`config.mk`:
```
export PLATFORM = sky130hd
export DESIGN_NAME = ilim_limiter
export DESIGN_NICKNAME = d
export VERILOG_FILES = /design/src/ilim_pkg.sv /design/src/ilim_clamp.sv /design/src/ilim_limiter.sv /design/src/ilim_square.sv
export SDC_FILE = /design/constraint.sdc
export NUM_CORES = 2
export LEC_CHECK = 0
export ABC_AREA = 1
export BUFFER_PORTS_ARGS = -buffer_cell sky130_fd_sc_hd__buf_2
export CELL_PAD_IN_SITES_DETAIL_PLACEMENT = 1
export CELL_PAD_IN_SITES_GLOBAL_PLACEMENT = 2
export CORE_AREA = 2 2 417 419
export DETAILED_ROUTE_END_ITERATION = 16
export DIE_AREA = 0 0 419 421
export PLACE_DENSITY_LB_ADDON = 0.05
export SETUP_SLACK_MARGIN = 0.2
export SLEW_MARGIN = 20
export SYNTH_ARGS = -nofsm -noshare
export SYNTH_HDL_FRONTEND = slang
export SYNTH_SLANG_ARGS = --single-unit
```
`constraint.sdc`:
```
create_clock -name pclk -period 14.77 [get_ports pclk]
set_input_delay 2.2155 -clock pclk [delete_from_list [all_inputs] [get_ports pclk]]
set_output_delay 2.2155 -clock pclk [all_outputs]
set_load 0.01 [all_outputs]
```
`src/ilim_pkg.sv`:
```
// ****************************************************************
// Shared constants of the current limiter
// ****************************************************************
package ilim_pkg;

    // Register byte offsets
    localparam logic [11:0] OFS_CTRL   = 12'h000;
    localparam logic [11:0] OFS_PEAK   = 12'h004;
    localparam logic [11:0] OFS_CONT   = 12'h008;
    localparam logic [11:0] OFS_TLIM   = 12'h00C;
    localparam logic [11:0] OFS_STATUS = 12'h010;
    localparam logic [11:0] OFS_ACC_LO = 12'h014;
    localparam logic [11:0] OFS_ACC_HI = 12'h018;
    localparam logic [11:0] OFS_SET_LO = 12'h01C;
    localparam logic [11:0] OFS_SET_HI = 12'h020;

    // Field positions
    localparam int BIT_FAULT_MODE = 0;
    localparam int BIT_LIMITING   = 0;
    localparam int BIT_FAULT      = 1;

    // Reset values
    localparam logic [15:0] RST_PEAK = 16'h0000;
    localparam logic [15:0] RST_CONT = 16'h0000;
    localparam logic [15:0] RST_TLIM = 16'h0000;

endpackage

```
`src/ilim_clamp.sv`:
```
`timescale 1ns/10ps
// ****************************************************************
// Output current clamp
// ****************************************************************
module ilim_clamp
#(
    parameter int W = 16
)
(
    // Command and limit
    input  wire logic [W-1:0] cmd,
    input  wire logic [W-1:0] cont,
    input  wire logic         limit,
    // Selected current
    output logic      [W-1:0] sel
);

    // Clamp only while limiting and command above limit
    assign sel = (limit && (cmd > cont)) ? cont : cmd;

endmodule

```
`src/ilim_limiter.sv`:
```
// Local design decisions: register access over APB and the register offsets.
`timescale 1ns/10ps
// Operation
// - Setpoint is (peak^2 - cont^2) times time limit
// - Accumulator updates once per current sample
// - New value adds measured^2 minus cont^2
// - Rises above continuous limit, falls below
// - Accumulator saturates at zero, never negative
// - Reset clears the accumulator to zero
// - Limiting active in clamp mode while accumulator exceeds setpoint
// - Limiting and command above: output continuous limit
// - Limiting and command not above: pass command
// - Overload handled by clamp or by fault
module ilim_limiter
#(
    parameter int IW = 16,
    parameter int TW = 16
)
(
    // Clock and reset
    input  wire logic          pclk,
    input  wire logic          presetn,
    // APB slave
    input  wire logic          psel,
    input  wire logic          penable,
    input  wire logic          pwrite,
    input  wire logic [11:0]   paddr,
    input  wire logic [31:0]   pwdata,
    output logic      [31:0]   prdata,
    output logic               pready,
    output logic               pslverr,
    // Current loop side
    input  wire logic          sample_valid,
    input  wire logic [IW-1:0] cmd_current,
    input  wire logic [IW-1:0] meas_current,
    output logic      [IW-1:0] out_current,
    output logic               limit_active,
    output logic               fault
);

    localparam int SW = 2 * IW;
    localparam int AW = SW + TW;

    // ****************************************************************
    // Declarations
    // ****************************************************************
    logic              fault_mode;
    logic [IW-1:0]     peak_lim;
    logic [IW-1:0]     cont_lim;
    logic [TW-1:0]     time_lim;
    logic [AW-1:0]     acc;
    logic [AW-1:0]     setpoint;
    logic [AW-1:0]     next_setpoint;
    logic [AW-1:0]     next_acc;
    logic [SW-1:0]     peak_sq;
    logic [SW-1:0]     cont_sq;
    logic [SW-1:0]     meas_sq;
    logic signed [SW:0]   delta;
    logic signed [AW+1:0] sum;
    logic              over;
    logic              wr_en;
    logic              rd_setup;
    logic              addr_ok;
    logic              fault_clr;
    logic [31:0]       rd_val;
    logic [IW-1:0]     clamp_sel;

    // ****************************************************************
    // Squares of the limits and the measured current
    // ****************************************************************
    ilim_square #(.W(IW)) u_sq_peak
    (
        .a  (peak_lim),
        .sq (peak_sq)
    );

    ilim_square #(.W(IW)) u_sq_cont
    (
        .a  (cont_lim),
        .sq (cont_sq)
    );

    ilim_square #(.W(IW)) u_sq_meas
    (
        .a  (meas_current),
        .sq (meas_sq)
    );

    // ****************************************************************
    // APB decode
    // ****************************************************************
    // Known word addresses
    always_comb
    begin
        case (paddr)
            ilim_pkg::OFS_CTRL,
            ilim_pkg::OFS_PEAK,
            ilim_pkg::OFS_CONT,
            ilim_pkg::OFS_TLIM,
            ilim_pkg::OFS_STATUS,
            ilim_pkg::OFS_ACC_LO,
            ilim_pkg::OFS_ACC_HI,
            ilim_pkg::OFS_SET_LO,
            ilim_pkg::OFS_SET_HI: addr_ok = 1'b1;
            default:              addr_ok = 1'b0;
        endcase
    end

    // Zero wait states; error only on unmapped access
    assign pready    = 1'b1;
    assign pslverr   = psel && penable && !addr_ok;
    assign wr_en     = psel && penable && pwrite && addr_ok;
    assign rd_setup  = psel && !penable && !pwrite;
    assign fault_clr = wr_en && (paddr == ilim_pkg::OFS_STATUS)
                       && pwdata[ilim_pkg::BIT_FAULT];

    // Read multiplexer
    always_comb
    begin
        rd_val = 32'h0000_0000;
        case (paddr)
            ilim_pkg::OFS_CTRL:
                rd_val[ilim_pkg::BIT_FAULT_MODE] = fault_mode;
            ilim_pkg::OFS_PEAK:   rd_val[IW-1:0] = peak_lim;
            ilim_pkg::OFS_CONT:   rd_val[IW-1:0] = cont_lim;
            ilim_pkg::OFS_TLIM:   rd_val[TW-1:0] = time_lim;
            ilim_pkg::OFS_STATUS:
            begin
                rd_val[ilim_pkg::BIT_LIMITING] = limit_active;
                rd_val[ilim_pkg::BIT_FAULT]    = fault;
            end
            ilim_pkg::OFS_ACC_LO: rd_val = acc[31:0];
            ilim_pkg::OFS_ACC_HI: rd_val[AW-33:0] = acc[AW-1:32];
            ilim_pkg::OFS_SET_LO: rd_val = setpoint[31:0];
            ilim_pkg::OFS_SET_HI: rd_val[AW-33:0] = setpoint[AW-1:32];
            default:              rd_val = 32'h0000_0000;
        endcase
    end

    // Read data captured in the setup phase
    always_ff @(posedge pclk or negedge presetn)
    begin
        if (!presetn)
            prdata <= 32'h0000_0000;
        else if (rd_setup)
            prdata <= rd_val;
    end

    // ****************************************************************
    // Programmed limits
    // ****************************************************************
    // Configuration writes
    always_ff @(posedge pclk or negedge presetn)
    begin
        if (!presetn)
        begin
            fault_mode <= 1'b0;
            peak_lim   <= ilim_pkg::RST_PEAK[IW-1:0];
            cont_lim   <= ilim_pkg::RST_CONT[IW-1:0];
            time_lim   <= ilim_pkg::RST_TLIM[TW-1:0];
        end
        else if (wr_en)
        begin
            case (paddr)
                ilim_pkg::OFS_CTRL:
                    fault_mode <= pwdata[ilim_pkg::BIT_FAULT_MODE];
                ilim_pkg::OFS_PEAK: peak_lim <= pwdata[IW-1:0];
                ilim_pkg::OFS_CONT: cont_lim <= pwdata[IW-1:0];
                ilim_pkg::OFS_TLIM: time_lim <= pwdata[TW-1:0];
                default:            fault_mode <= fault_mode;
            endcase
        end
    end

    // ****************************************************************
    // Setpoint
    // ****************************************************************
    // Peak below continuous gives a zero setpoint
    always_comb
    begin
        if (peak_sq >= cont_sq)
            next_setpoint = AW'(peak_sq - cont_sq) * AW'(time_lim);
        else
            next_setpoint = '0;
    end

    // Setpoint register
    always_ff @(posedge pclk or negedge presetn)
    begin
        if (!presetn)
            setpoint <= '0;
        else
            setpoint <= next_setpoint;
    end

    // ****************************************************************
    // Accumulator
    // ****************************************************************
    // Signed step and sum, one sample period per unit
    assign delta = $signed({1'b0, meas_sq}) - $signed({1'b0, cont_sq});
    assign sum   = $signed({2'b00, acc}) + (AW+2)'(delta);

    // Saturate at zero below and at full scale above
    always_comb
    begin
        if (sum < 0)
            next_acc = '0;
        else if (sum[AW])
            next_acc = '1;
        else
            next_acc = sum[AW-1:0];
    end

    // Update only on a current sample
    always_ff @(posedge pclk or negedge presetn)
    begin
        if (!presetn)
            acc <= '0;
        else if (sample_valid)
            acc <= next_acc;
    end

    // ****************************************************************
    // Comparison and protective action
    // ****************************************************************
    // Overload when accumulator above setpoint
    always_ff @(posedge pclk or negedge presetn)
    begin
        if (!presetn)
            over <= 1'b0;
        else
            over <= (acc > setpoint);
    end

    // Clamp mode drives limiting
    assign limit_active = over && !fault_mode;

    // Fault mode latches a sticky fault, set beats clear
    always_ff @(posedge pclk or negedge presetn)
    begin
        if (!presetn)
            fault <= 1'b0;
        else if (over && fault_mode)
            fault <= 1'b1;
        else if (fault_clr)
            fault <= 1'b0;
    end

    // Output current selection
    ilim_clamp #(.W(IW)) u_clamp
    (
        .cmd   (cmd_current),
        .cont  (cont_lim),
        .limit (limit_active),
        .sel   (clamp_sel)
    );

    // Registered output current
    always_ff @(posedge pclk or negedge presetn)
    begin
        if (!presetn)
            out_current <= '0;
        else
            out_current <= clamp_sel;
    end
endmodule

```
`src/ilim_square.sv`:
```
`timescale 1ns/10ps
// ****************************************************************
// Unsigned squarer
// ****************************************************************
module ilim_square
#(
    parameter int W = 16
)
(
    // Operand and result
    input  wire logic [W-1:0]   a,
    output logic      [2*W-1:0] sq
);

    // Full-width product, no truncation
    assign sq = a * a;

endmodule

```
==> reports/metrics.cfg <==
[status]
outcome = completed

[sta]
setup_viol = 0
hold_viol = 0
skew_ps = 23.6
whs_ps = 482
timing.final.max_slew_violations = 0
max_freq_mhz = 72.1
min_period_over_period = 0.939
worst_pin_slew_ps = 1130
relSlewSlack = 0.242
rsz0062_at_grt = no
tns_ps = 0
fin_ws_ps = 896
period_needed_ps = 13870

[logic_synthesis]
yosysWarnings = 0
synth_nets = 9477
synth_edf_count = 0
seq_area_frac_synth = 0.0839
synthFlopType = dfrtp_1
syn_area_um2 = 58200
syn_area_per_cell_um2 = 7.45
synth_seq_cells = 195
synth-async-reset-ratio = 1.00
synth_cell_types = 58
synth_cells = 7805

[cells_and_area]
final_cell_mix = 2093 x inv_1, 1822 x nand2_1, 1018 x fa_1
final_common_cell = inv_1
nNetsFinal = 9572
seqCellArea_um2 = 4900
nFillCells = 21300
antennaDiodeCount = 0
layout-drive-gt1-share = 0.0562
multiInputGateArea_um2 = 44500
area_growth_pct = 8.12
fin_area_um2 = 62900

[power]
power_switching_w = 0.00873
p_int_w = 0.00460
p_seq_frac = 0.057
pwr-share-comb = 0.903
p_leak_nw = 35.9
power_w = 0.0133
swShare = 0.655
peakVddDrop_mv = 0.409
power_density_nw_per_um2 = 212
p_clk_frac = 0.040

[global_route]
grt_max_degree = 79
track_usage = 0.258
grt_pass1_wl_um = 340000
grt_pass1_vias = 55200
grt.overflow.total = 0
antenna_found_initial = 8

[setup_path]
cpLargestDelayFamily = adder cells
worst-setup-path-type = reg2reg
crit_slowest_cell = dfrtp_2
crit_path_start = cont_lim[6]
critical_path_required_ps = 15180
crit_buf_inv = 13
cp-start-kind = flop
reg2reg_from = cont_lim[6]
worst_ep_arrival_time_ps = 14280
critPathMaxFanout = 18
slowest_delay_ps = 600
endpoint_kind = flop

[detailed_routing]
dr.pass1.iters = 8
routed-via-count = 49200
drt-initial-drc-count = 2206
drtAntennaViolNets = 0
routedWlPerCell_um = 21.6
route.final.wire_length_um = 221000
drc = 0
avgViaCountPerCell = 4.80

[placed_design]
dp_hpwl_um = 195000
port-buffer-count = 116
post_dp_cell_area_um2 = 62200
gp_congestion = 0.898
pre_cts_ws_ps = 809

[clock_network]
h-tree-depth = 4
ctsLongestPathBuffers = 2
cts_tree = yes
clk_pin_slew_ps = 90
cts_buffers = 17
clock-sinks = 195
clk_latency_ps = 540
root_buffer = clkbuf_16

[floorplan]
start_util = 0.337
die_y_um = 421
core_um2 = 172000
ios = 134
die_area_um2 = 176000
die_w_um = 419
rows = 153

[worst_hold_path]
hp-class = reg2reg
min-delay-start = prdata[8]

[flow_run]
drv_cap = 0

==> final cells by class <==
| class | instances | share of cell area |
|---|---|---|
| clock buffer | 19 | 0.00704 |
| clock inverter | 13 | 0.00294 |
| inverter | 2104 | 0.126 |
| multi-input combinational | 5278 | 0.707 |
| sequential | 195 | 0.0779 |
| tap | 2325 | 0.0463 |
| timing repair buffer | 304 | 0.0330 |
==> synthesized netlist by cell type, types with 4 or more instances <==
master    instances  area share
or2_1             5     0.00054
nor2_2            9     0.00097
nand3_2           4     0.00069
nand3_1         289       0.025
nor3_1           44      0.0038
nand2_2          11      0.0012
o31ai_1           4     0.00052
buf_2            24      0.0021
inv_2             6     0.00039
buf_1            12     0.00077
a21boi_0         12      0.0015
a31oi_1          16      0.0017
nor4_1            9     0.00097
nand3b_1         15      0.0019
a21o_1           41      0.0053
o21ai_1          25      0.0022
ha_1            572        0.12
clkinv_1          4     0.00026
nor2_1          528       0.034
xnor2_1          73       0.011
fa_1           1018        0.35
dfrtp_1         195       0.084
o21bai_1         38      0.0049
o22ai_1          66      0.0071
a21oi_2           4     0.00060
and3_1            6     0.00065
o21a_1            9      0.0012
or2_2            41      0.0044
nand2_1        1822        0.12
nand4_1          54      0.0058
inv_1          2094        0.14
clkbuf_1        181       0.012
o221ai_1          4     0.00060
buf_6             6      0.0012
buf_4             4     0.00052
o21ai_0         152       0.013
a21oi_1         280       0.024
xor2_1           91       0.014
o211ai_1          7     0.00090
==> power by group through the flow <==
stage               Combinational, W  Sequential [W]  Clock [W]
CTS                           0.0122        0.000758   0.000556
global route                  0.0133        0.000766   0.000569
floorplan                    0.00781        0.000683          0
global placement              0.0121        0.000767          0
detailed placement            0.0121        0.000767          0
finish                        0.0120        0.000755   0.000537
==> worst paths after layout <==
kind	slack, ps	depth (start not counted)	to
max	900	50	setpoint[29]
min	480	1	prdata[8]
max reg2reg	900	50	setpoint[29]
min reg2reg	480	1	prdata[8]
max in group asynchronous	11690	2	cont_lim[8]
min in group asynchronous	1670	1	over
==> logic make-up (layout without fill, tap and decap cells) <==
group,after synthesis,in the layout,synth area share
XOR/XNOR,165,165,0.0250
AO/OA/AOI/OAI,668,668,0.0652
adder cells (fa/ha/maj),1590,1590,0.473
other,1,1,0.0000645
flip-flops,195,195,0.0839
buffers and inverters,2332,2440,0.152
AND/OR/NAND/NOR,2854,2854,0.200
==> registers in the layout (all words and copies together), names as in the netlist <==
register / cells
acc: 48
setpoint: 48
prdata: 32
cont_lim: 16
out_current: 16
peak_lim: 16
time_lim: 16
fault: 1
fault_mode: 1
over: 1
==> worst reg2reg max path, delay by kind of cell (launching register included) <==
kind,cells,cell delay [ps]
AO/OA/AOI/OAI,6,2080
XOR/XNOR,3,870
adder cells (fa/ha/maj),15,6990
buffers and inverters,13,1270
flip-flops,1,600
AND/OR/NAND/NOR,13,1910
==> metal layers <==
layer	global-route usage	vias up	wire (um)
li1	-	23300	-
met1	0.327	25100	96100
met2	0.465	655	112000
met3	0.0179	203	5240
met4	0.0783	0	7590
met5	0	-	0
==> through the flow <==
step,util,instances
detailed placement,0.361,10200
floorplan,-,7805
finish,0.365,10200
global placement,0.361,10200
CTS,0.364,10200
global route,0.365,10200
==> timing repair <==
action | 4_1_cts | 5_1_grt
hold buffers | 0 | 0
setup buffers | 0 | 0
endpoints found under the setup margin | 0 | 12
resized for setup | 0 | 14
(Power assumes the default switching activity.)
